$ cat src/hw/ipc_map.svh
// Constants for the interrupt and processor status/control block.
// Assumes a 10 MHz core clock; included by bare name.
`ifndef IPC_MAP_SVH
`define IPC_MAP_SVH
`define IPC_ADDR_EP_EN 8'h21
`define IPC_ADDR_STATUS 8'hff
`define IPC_STATUS_POR 8'h11
`define IPC_STATUS_WDR_SET 8'h41
`define IPC_STATUS_WDR_KEEP 8'h30
`define IPC_EP_EN_MASK 8'h1f
`define IPC_BIT_RUN 0
`define IPC_BIT_IES 2
`define IPC_BIT_SUSP 3
`define IPC_BIT_POR 4
`define IPC_BIT_BUSRST 5
`define IPC_BIT_WDR 6
`define IPC_BIT_PEND 7
`define IPC_RESET_ADDR 16'h0000
`define IPC_VEC_RSVD 9
`define IPC_NUM_VEC 12
`define IPC_CLK_KHZ 10000
`define IPC_SE0_MIN_NS 12000
`define IPC_SE0_CYC ((`IPC_SE0_MIN_NS * `IPC_CLK_KHZ + 999999) / 1000000)
`define IPC_CALL_CYC 10
`define IPC_JMP_CYC 5
`endif

$ cat src/hw/ipc_pkg.sv
// Types shared by the interrupt and status/control block.
// Assumes ipc_map.svh supplies the numeric constants.
package ipc_pkg;
   typedef enum logic [1:0] {
      IPC_IDLE = 2'b00,
      IPC_DIS = 2'b01,
      IPC_CLR = 2'b11,
      IPC_CALL = 2'b10
   } ipc_state_t;

   typedef struct packed {
      logic pend;
      logic watchdog_reset_flag;
      logic busrst;
      logic por;
      logic susp;
      logic ies;
      logic rsvd;
      logic run;
   } ipc_status_t;

   typedef struct packed {
      logic carry_flag;
      logic zero_flag;
      logic [15:0] pc;
   } ipc_stack_t;
endpackage : ipc_pkg

$ cat src/hw/ipc_ctrl.sv
// Interrupt controller plus processor status/control register.
// Assumes core strobes and source pulses are on clk; USB line
// levels and bus activity come from pins and are synchronised.
`timescale 1ns/10ps
`include "ipc_map.svh"
module ipc_ctrl import ipc_pkg::*; #(
   parameter int SE0_CYC = `IPC_SE0_CYC,
   parameter int CALL_CYC = `IPC_CALL_CYC
) (
   input wire logic clk, // 10 MHz core clock
   input wire logic rst_n, // Power-on reset, async
   input wire logic wdog_rst, // Watchdog expiry pulse
   input wire logic [7:0] io_addr, // I/O port address
   input wire logic io_wr, // I/O write strobe
   input wire logic io_rd, // I/O read strobe
   input wire logic [7:0] io_wdata, // I/O write data
   output logic [7:0] io_rdata_q, // Read data, next cycle
   input wire logic instr_done, // Current instruction ends
   input wire logic op_halt, // Halt executed
   input wire logic op_di, // irq_disable_instruction
   input wire logic op_ei, // irq_enable_instruction
   input wire logic op_irq_return_instruction, // irq_return_instruction
   input wire ipc_stack_t core_state, // PC and flags now
   input wire ipc_stack_t pop_word, // Word popped by return
   input wire logic [12:1] src_evt, // Source pulses by vector
   input wire logic [5:0] glb_src_en, // Enables for 1,2,3,10,11,12
   input wire logic usb_dp, // Upstream D+ pin
   input wire logic usb_dm, // Upstream D- pin
   input wire logic usb_act, // Bus activity pin
   output logic cpu_run_q, // Core may execute
   output logic suspend_q, // Low-power suspend
   output logic gie_q, // Global interrupt enable
   output logic core_hold_q, // Core held for acknowledge
   output logic push_q, // Push stack word
   output ipc_stack_t push_word_q, // Saved PC and flags
   output logic call_q, // Jump to vector now
   output logic [15:0] vec_addr_q, // Vector address
   output logic restore_q, // Restore PC and flags
   output ipc_stack_t restore_word_q // Restored state
);
   // Lowest pending-and-enabled vector number, zero if none
   function automatic logic [3:0] pick_vec(input logic [12:1] req);
      logic [3:0] v;
      v = 4'h0;
      for (int i = 12; i >= 1; i--) begin
         if (req[i]) begin
            v = 4'(i);
         end
      end
      return v;
   endfunction : pick_vec

   ipc_status_t stat_q;
   logic [4:0] ep_en_q;
   logic [12:1] pend_q;
   logic [12:1] en_vec;
   logic [12:1] req;
   logic [3:0] win;
   logic [3:0] svc_q;
   ipc_state_t st_q;
   logic [3:0] cnt_q;
   logic [1:0] dp_s_q, dm_s_q, act_s_q;
   logic se0;
   logic [7:0] se0_cnt_q;
   logic se0_seen_q;
   logic wr_stat, wr_ep, clr_svc;
   logic [12:1] busrst_evt;

   // Pin synchronisers; first stage feeds only the second
   always_ff @(posedge clk or negedge rst_n) begin
      if (!rst_n) begin
         dp_s_q <= 2'b11;
         dm_s_q <= 2'b00;
         act_s_q <= 2'b00;
      end else begin
         dp_s_q <= {dp_s_q[0], usb_dp};
         dm_s_q <= {dm_s_q[0], usb_dm};
         act_s_q <= {act_s_q[0], usb_act};
      end
   end

   // Single-ended zero judged on the synchronised lines only
   assign se0 = !dp_s_q[1] && !dm_s_q[1];
   // Write decodes; reads decode inside the read port
   assign wr_stat = io_wr && io_addr == `IPC_ADDR_STATUS;
   assign wr_ep = io_wr && io_addr == `IPC_ADDR_EP_EN;

   // SE0 length counter; saturates so a long reset is still one event
   always_ff @(posedge clk or negedge rst_n) begin
      if (!rst_n) begin
         se0_cnt_q <= 8'h00;
         se0_seen_q <= 1'b0;
      end else if (!se0) begin
         se0_cnt_q <= 8'h00;
         se0_seen_q <= 1'b0;
      end else begin
         if (se0_cnt_q != 8'hff) begin
            se0_cnt_q <= se0_cnt_q + 8'h01;
         end
         if (32'(se0_cnt_q) + 1 >= SE0_CYC) begin
            se0_seen_q <= 1'b1;
         end
      end
   end

   // Bus-reset event fires as SE0 ends, not as it starts
   assign busrst_evt = {11'h000, se0_seen_q && !se0};

   // Enable vector: endpoints from 0x21, vector 9 tied low, the rest from outside
   assign en_vec = {glb_src_en[5:3], 1'b0, ep_en_q, glb_src_en[2:0]};
   assign req = pend_q & en_vec;
   assign win = pick_vec(req);
   assign clr_svc = st_q == IPC_CLR;

   // Endpoint enable register
   always_ff @(posedge clk or negedge rst_n) begin
      if (!rst_n) begin
         ep_en_q <= 5'h00;
      end else if (wdog_rst) begin
         ep_en_q <= 5'h00;
      end else if (wr_ep) begin
         ep_en_q <= io_wdata[4:0];
      end
   end

   // Per-source pending flops; vector 9 never pends
   always_ff @(posedge clk or negedge rst_n) begin
      if (!rst_n) begin
         pend_q <= 12'h000;
      end else if (wdog_rst) begin
         pend_q <= 12'h000;
      end else begin
         for (int i = 1; i <= 12; i++) begin
            if (i != `IPC_VEC_RSVD && (src_evt[i] || busrst_evt[i])) begin
               pend_q[i] <= 1'b1;
            end else if (clr_svc && 32'(svc_q) == i) begin
               pend_q[i] <= 1'b0;
            end
         end
      end
   end

   // Global enable: changed only by DI, EI, return, acknowledge, halt and watchdog
   always_ff @(posedge clk or negedge rst_n) begin
      if (!rst_n) begin
         gie_q <= 1'b0;
      end else if (wdog_rst || op_halt) begin
         gie_q <= 1'b0;
      end else if (st_q == IPC_DIS) begin
         gie_q <= 1'b0;
      end else if (op_di) begin
         gie_q <= 1'b0;
      end else if (op_ei || op_irq_return_instruction) begin
         gie_q <= 1'b1;
      end
   end

   // Acknowledge sequencer: disable, clear flop, timed call
   always_ff @(posedge clk or negedge rst_n) begin
      if (!rst_n) begin
         st_q <= IPC_IDLE;
         svc_q <= 4'h0;
         cnt_q <= 4'h0;
      end else if (wdog_rst) begin
         st_q <= IPC_IDLE;
         svc_q <= 4'h0;
         cnt_q <= 4'h0;
      end else begin
         case (st_q)
            IPC_IDLE: begin
               if (instr_done && gie_q && win != 4'h0 && stat_q.run) begin
                  st_q <= IPC_DIS;
                  svc_q <= win;
               end
            end
            IPC_DIS: begin
               st_q <= IPC_CLR;
            end
            IPC_CLR: begin
               st_q <= IPC_CALL;
               cnt_q <= 4'h0;
            end
            IPC_CALL: begin
               // Ten cycles of call; the vector's jump costs the core five more
               // Ends at CALL_CYC-3 so hold spans ten cycles before the call
               if (32'(cnt_q) + 3 >= CALL_CYC) begin
                  st_q <= IPC_IDLE;
               end else begin
                  cnt_q <= cnt_q + 4'h1;
               end
            end
            default: begin
               st_q <= IPC_IDLE;
            end
         endcase
      end
   end

   // Core-facing acknowledge outputs
   always_ff @(posedge clk or negedge rst_n) begin
      if (!rst_n) begin
         core_hold_q <= 1'b0;
         push_q <= 1'b0;
         push_word_q <= '0;
         call_q <= 1'b0;
         vec_addr_q <= `IPC_RESET_ADDR;
      end else if (wdog_rst) begin
         // Watchdog drops a running acknowledge at once, so no stray call
         core_hold_q <= 1'b0;
         push_q <= 1'b0;
         call_q <= 1'b0;
         vec_addr_q <= `IPC_RESET_ADDR;
      end else begin
         core_hold_q <= (st_q == IPC_IDLE && instr_done && gie_q && win != 4'h0 && stat_q.run)
                        || (st_q != IPC_IDLE && !(st_q == IPC_CALL && 32'(cnt_q) + 3 >= CALL_CYC));
         push_q <= st_q == IPC_CLR;
         if (st_q == IPC_CLR) begin
            push_word_q <= core_state;
         end
         call_q <= st_q == IPC_CALL && 32'(cnt_q) + 3 >= CALL_CYC;
         if (st_q == IPC_CLR) begin
            vec_addr_q <= {11'h000, svc_q, 1'b0};
         end
      end
   end

   // Return restores PC and flags
   always_ff @(posedge clk or negedge rst_n) begin
      if (!rst_n) begin
         restore_q <= 1'b0;
         restore_word_q <= '0;
      end else begin
         restore_q <= op_irq_return_instruction;
         if (op_irq_return_instruction) begin
            restore_word_q <= pop_word;
         end
      end
   end

   // Status/control register; watchdog keeps POR and bus-reset flags
   always_ff @(posedge clk or negedge rst_n) begin
      if (!rst_n) begin
         stat_q <= ipc_status_t'(`IPC_STATUS_POR);
      end else if (wdog_rst) begin
         stat_q <= ipc_status_t'(`IPC_STATUS_WDR_SET | (stat_q & `IPC_STATUS_WDR_KEEP));
      end else if (op_halt) begin
         stat_q <= '0;
      end else begin
         if (wr_stat) begin
            stat_q.watchdog_reset_flag <= io_wdata[`IPC_BIT_WDR];
            stat_q.por <= io_wdata[`IPC_BIT_POR];
            stat_q.rsvd <= io_wdata[1];
            stat_q.run <= io_wdata[`IPC_BIT_RUN];
         end
         if (se0_seen_q) begin
            stat_q.busrst <= 1'b1;
         end else if (wr_stat) begin
            stat_q.busrst <= io_wdata[`IPC_BIT_BUSRST];
         end
         // Wake beats entry; entry refused while the bus is busy
         if (stat_q.susp && (req != 12'h000 || act_s_q[1])) begin
            stat_q.susp <= 1'b0;
         end else if (wr_stat && io_wdata[`IPC_BIT_SUSP] && !act_s_q[1]) begin
            stat_q.susp <= 1'b1;
         end else if (wr_stat && !io_wdata[`IPC_BIT_SUSP]) begin
            stat_q.susp <= 1'b0;
         end
         // Bits 7 and 2 are never stored; reads take live views
         stat_q.pend <= 1'b0;
         stat_q.ies <= 1'b0;
      end
   end

   // Read port; bits 7 and 2 are live views
   always_ff @(posedge clk or negedge rst_n) begin
      if (!rst_n) begin
         io_rdata_q <= 8'h00;
      end else if (io_rd) begin
         if (io_addr == `IPC_ADDR_STATUS) begin
            io_rdata_q <= {pend_q != 12'h000, stat_q.watchdog_reset_flag, stat_q.busrst, stat_q.por,
                           stat_q.susp, gie_q, stat_q.rsvd, stat_q.run};
         end else if (io_addr == `IPC_ADDR_EP_EN) begin
            io_rdata_q <= {3'b000, ep_en_q};
         end else begin
            io_rdata_q <= 8'h00;
         end
      end
   end

   // Core run and suspend outputs
   always_ff @(posedge clk or negedge rst_n) begin
      if (!rst_n) begin
         cpu_run_q <= 1'b1;
         suspend_q <= 1'b0;
      end else if (wdog_rst) begin
         // Watchdog restarts a halted or suspended core
         cpu_run_q <= 1'b1;
         suspend_q <= 1'b0;
      end else begin
         cpu_run_q <= stat_q.run && !stat_q.susp && !op_halt;
         suspend_q <= stat_q.susp;
      end
   end
endmodule : ipc_ctrl

$ cat config.mk
export PLATFORM = sky130hd
export DESIGN_NAME = ipc_ctrl
export DESIGN_NICKNAME = d
export VERILOG_FILES = /design/src/hw/ipc_pkg.sv /design/src/hw/ipc_ctrl.sv
export VERILOG_INCLUDE_DIRS = /design/src /design/src/hw
export SDC_FILE = /design/constraint.sdc
export NUM_CORES = 1
export LEC_CHECK = 0
export ABC_AREA = 1
export BUFFER_PORTS_ARGS = -buffer_cell sky130_fd_sc_hd__buf_4
export CAP_MARGIN = 20
export CORE_MARGIN = 2
export CORE_UTILIZATION = 51
export DETAILED_ROUTE_END_ITERATION = 16
export GPL_TIMING_DRIVEN = 0
export PLACE_DENSITY = 0.85
export SKIP_CTS_REPAIR_TIMING = 1
export SLEW_MARGIN = 30
export SYNTH_ARGS = -nofsm -noshare
export SYNTH_HDL_FRONTEND = slang
export SYNTH_SLANG_ARGS = --single-unit
$ cat constraint.sdc
create_clock -name clk -period 1.8 [get_ports clk]
set_clock_uncertainty 0.05 [all_clocks]
set_input_delay 0.18 -clock clk [delete_from_list [all_inputs] [get_ports clk]]
set_output_delay 0.18 -clock clk [all_outputs]
set_load 0.01 [all_outputs]
* Word-level counts from Yosys, hierarchy flattened
Cells that the tools add are included.
** Word-level totals
- Register bits after elaboration :: 115
- Input bits :: 83
- Output and inout port bits :: 67
- Logic and storage cells :: 225
** Operators by class
- Add/sub/neg operators :: 4
- Magnitude comparators :: 2
- Equal/unequal tests :: 23
- Multiplexer cells :: 75
- Bitwise gates (word level) :: 2
- Reduce and logical (&&, ||, !) cells :: 77
** Operators by type and width (count)
- 2-to-1 mux 4 bit :: 17
- nonzero test 3 bit :: 14
- 2-to-1 mux 1 bit :: 41
- 2-to-1 mux 16 bit :: 2
- logical AND 1 bit :: 31
- 2-to-1 mux 8 bit :: 3
- nonzero test 12 bit :: 2
- equality test 4 bit, second input constant :: 5
- equality test 4 x 3 -> 1 bit, second input constant :: 4
- 2-to-1 mux 5 bit :: 3
- 2-to-1 mux 7 bit :: 2
- nonzero test 2 bit :: 7
- AND 12 bit :: 1
- 2-to-1 mux 12 bit :: 1
- AND reduction 2 bit :: 6
- adder 8 x 1 -> 9 bit, second input constant :: 1
- >= comparator 9 x 7 -> 1 bit, second input constant :: 1
- inequality test 3 bit, second input constant :: 3
- adder 8 x 1 -> 8 bit, second input constant :: 1
- equality test 4 x 2 -> 1 bit, second input constant :: 2
- equality test 8 x 6 -> 1 bit, second input constant :: 1
- equality test 8 bit, second input constant :: 1
- logical NOT 1 bit :: 8
- 2-to-1 mux 2 bit :: 4
- other kinds (15) :: 22

* Depth between registers and ports, before layout
- Depth after elaboration :: 19
- Gate-level depth with buffers :: 12
- Gate-level depth less buffers :: 12

* Worst setup path before layout
OpenSTA, ideal clock, no wires.
- Path kind :: register to register
- Start point :: reg cnt_q[0]
- End point :: reg cnt_q[1]
- Library setup time :: 0.129 ns
- Data arrival time :: 1.316 ns
- Data required time :: 1.621 ns
- Setup slack :: 0.305 ns
- Cell stages (with the launch flop) :: 10
- Buffers on the path :: 0
- Clock period less this slack :: 1.495 ns
- Cell sequence :: dfrtp_1 inv_1 ha_1 nand2_1 o21ai_0 nand2_1 nand3_2 o21ai_2 nand2_1 o21ai_0
** On the way
- Longest elaborated chain between the ends :: 4
- Elaborated cells on any way between the ends :: 8
- Those cells by class :: add/sub: 2; order compare: 1; eq/ne: 1; mux: 3; reduce/logical: 1
** RTL lines
- start: declaration :: line ipc_ctrl.sv:61 : logic [3:0] cnt_q;
- start signal: assignment :: line ipc_ctrl.sv:189 : cnt_q <= cnt_q + 4'h1;
- adder 4 x 2 -> 5 bit / adder 4 x 1 -> 4 bit (equally long branches) :: line ipc_ctrl.sv:186, ipc_ctrl.sv:189
- >= comparator 5 x 4 -> 1 bit / 2-to-1 mux 4 bit (equally long branches) :: line ipc_ctrl.sv:186 : if (32'(cnt_q) + 3 >= CALL_CYC) begin
- inequality test 3 bit (no line) / one-hot mux 4 bit (2 select lines) (equally long branches)
- AND reduction 2 bit (no line) / 2-to-1 mux 4 bit (equally long branches)
Several ways; a longest one is shown, not always the timed one. The select of a mux whose other input is x is not followed.
A chain may end at the register's enable or synchronous reset.

* Worst setup path in the final report
- Start point :: reg cnt_q[0]
- End point :: reg cnt_q[2]
The elaborated chain is that of the path after synthesis.

==> impl_summary.txt <==
----------------------------------------------------
[Run status]
  Outcome ... finished with violations
  Failing checks ... hold timing

[Drt]
  Per-cell routed wire length ... 14.4 um
  1st-iter DRT viols ... 179
  Overall routed net length ... 12000 um
  Drt via density ... 5.01
  Antenna Violating Nets Remaining ... 0
  Number of design rule violations left after detail routing ... 0
  Initial DRT Pass Iterations ... 4
  Total via count in the routed design ... 4183

[Timing]
  Final-report hold violation count ... 9
  Period utilization ... 97.2%
  Maximum clock frequency ... 0.572 GHz
  Worst slew margin ... 47.1%
  Final Slew Violations ... 0
  Shortest clock period the worst path allows after layout ... 1.75 ns
  Hold_ws ... -0.0246 ns
  Accumulated negative setup slack ... 0 ns
  Final count of negative-setup-slack endpoints ... 0
  Least-Margin Pin Slew ... 0.793 ns

[Logic synthesis]
  Mean cell area of the mapped netlist ... 8.71 um^2
  Count of different cell masters after synthesis ... 44
  Prevailing post-synth register cell ... sky130_fd_sc_hd__dfrtp_1
  Post-Synthesis Cells ... 521
  Yosys warning total ... 0
  Post-synth EDFFs ... 0
  Synthesis-stage register bit count ... 102
  Share of synthesized area occupied by flip-flops and latches ... 56.4%
  Share of flip-flops with an asynchronous set or reset ... 100%
  Mapped Area ... 4540 um^2

[Setup path]
  Critical path capture point type ... register
  Biggest fanout along the worst timing path ... 7
  Crit Path Class ... register to register
  Sort of element at the start of the critical path ... register
  WP data arrival ... 1.94 ns
  Data required time of the critical path ... 1.99 ns

[Placement]
  Number of port buffers ... 135
  Instance area after placement ... 5730 um^2
  Placer Congestion ... 0.873
  Post-detailed-placement half-perimeter wirelength ... 8040 um

[Power]
  Power density over the cells ... 822 nW/um^2
  IR drop worst, VDD ... 554 uV
  P_leak ... 3.34 nW
  Total power draw ... 5.25 mW

[Clocking]
  Clock-pin slew of the registers on the worst-case setup and hold paths ... 0.10 ns
  CTS Root Cell ... sky130_fd_sc_hd__clkbuf_8
  TritonCTS clock tree ... built
  Maximum root-to-sink buffer count ... 2
  Worst-Skew Late Latency ... 0.36 ns
  H-tree lvl count ... 3
  Sinks on the clock net ... 102
  Number of CTS-inserted buffers ... 9

[Cells and area]
  Total number of nets in the final design ... 810
  Leading cell types in the layout, fill and taps excluded ... sky130_fd_sc_hd__nand2_1, sky130_fd_sc_hd__buf_4, sky130_fd_sc_hd__dfrtp_1
  Total non-filler cell area in the finished layout ... 6380 um^2
  Share of cells above drive strength 1 ... 27.1%
  Most common cell after layout, fill and taps aside ... sky130_fd_sc_hd__nand2_1
  Fill count ... 621
  Layout overhead on the synthesized area ... 40.7%
  Diode count ... 0

[Global routing]
  Wire length of the first global-routing pass ... 17800 um
  Number of antenna violations at the first check in global routing ... 0
  Number of global-route vias before repair ... 3929
  Global routing met1 resource utilization ... 29.1%
  Highest-utilization routing layer at the global route stage ... met2
  Met3 usage ... 5.94%
  Global route total overflow ... 0
  Maximum number of pins on one net before global-route repair ... 103
  GR Layer Usage met2 ... 37.0%
  Total track usage ... 22.7%

[Die]
  Area of the die ... 9670 um^2
  Row count ... 34
  Die extent in y ... 98.3 um
  Top-level I/O count ... 150
  Core area ... 8680 um^2
  Die width ... 98.3 um
  Effective utilization at floorplan ... 52.3%

[Worst hold path]
  Worst hold path class ... input port to register

[Flow run]
  Max capacitance violation total ... 0

----------------------------------------------------
-- power by group --
| group | leakage [nW] | total (mW) | switching (mW) | internal [mW] |
|---|---|---|---|---|
| combinational | 1.93 | 1.07 | 0.537 | 0.536 |
| sequential | 1.31 | 2.70 | 0.172 | 2.53 |
| clock | 0.0987 | 1.47 | 0.785 | 0.688 |
-- sequential cells by signal (all words and copies together) (netlist names), 2 cells and up --
name	flops
svc_q	4
io_rdata_q	8
stat_q	6
act_s_q	2
st_q	2
pend_q	11
restore_word_q	18
ep_en_q	5
vec_addr_q	4
se0_cnt_q	8
cnt_q	4
dm_s_q	2
push_word_q	18
dp_s_q	2
-- final timing paths --
path                            slack (ns)                  from                          to  cells after the start
max in group asynchronous             0.73                 rst_n  push_word_q[5]$_DFFE_PN0P_                      2
worst min register to register        0.31   dm_s_q[0]$_DFF_PN0_         dm_s_q[1]$_DFF_PN0_                      0
min in group asynchronous             0.38                 rst_n  push_word_q[0]$_DFFE_PN0P_                      2
worst min-delay path                 -0.02           src_evt[11]      pend_q[11]$_DFFE_PN0P_                      3
worst max register to register        0.05  cnt_q[0]$_DFFE_PN0P_        cnt_q[2]$_DFFE_PN0P_                      9
worst max-delay path                  0.05  cnt_q[0]$_DFFE_PN0P_        cnt_q[2]$_DFFE_PN0P_                      9
-- routing by layer --
layer	routed length, um	vias up
li1	-	2038
met1	4790	1962
met2	6030	160
met3	990	23
met4	220	0
met5	0	-
-- kinds of logic (layout without fill, tap and decap cells) --
family | after synthesis | count (layout) | share of synthesized area [%]
fa+ha+maj | 5 | 5 | 1.38
xor+xnor | 5 | 5 | 0.965
simple gates | 267 | 267 | 24.6
buf+inv | 68 | 263 | 7.00
compound gates | 73 | 73 | 9.54
flops | 102 | 102 | 56.4
other cells | 1 | 12 | 0.0827
-- critical path, cell delays in order, from the launching register on --
cell and delay (ns):
sky130_fd_sc_hd__dfrtp_2 0.43, sky130_fd_sc_hd__inv_1 0.08, sky130_fd_sc_hd__ha_1 0.29, sky130_fd_sc_hd__nand2_1 0.07, sky130_fd_sc_hd__o21ai_0 0.20, sky130_fd_sc_hd__nand2_1 0.14
sky130_fd_sc_hd__nand3_2 0.11, sky130_fd_sc_hd__o21ai_2 0.11, sky130_fd_sc_hd__nand2_1 0.07, sky130_fd_sc_hd__o21ai_1 0.07
-- layout make-up --
class,count,area [um^2],area share [%]
Buffer,22,144,2.25
Sequential cell,102,2560,40.1
Tap cell,108,135,2.12
Clock buffer,10,138,2.16
Inverter,46,174,2.72
Multi-Input combinational cell,362,1700,26.7
Timing Repair Buffer,179,1460,22.8
Clock inverter,6,71.3,1.12
-- synthesized netlist by cell type, drive strengths merged, types with 4 or more instances --
| master | n | area share, % |
|---|---|---|
| buf | 19 | 2.9 |
| xor2 | 4 | 0.77 |
| nand3 | 28 | 3.3 |
| nor2 | 37 | 3.4 |
| dfrtp | 97 | 54 |
| inv | 44 | 3.6 |
| o21ai | 31 | 3.9 |
| dfstp | 5 | 2.9 |
| ha | 5 | 1.4 |
| nand2 | 185 | 16 |
| a21oi | 24 | 2.6 |
| a22oi | 5 | 0.83 |
| nor3 | 9 | 1.1 |
-- stage by stage --
stage                     std cells  util, %  setup slack [ns]
after global routing            835     73.5           -0.0886
after global placement          775     66.0             0.187
after CTS                       791     68.4            0.0428
final                           835     73.5            0.0504
after floorplan                 532        -             0.305
after detailed placement        775     66.0            0.0876
Note: power is estimated with default switching activity, not from simulation.
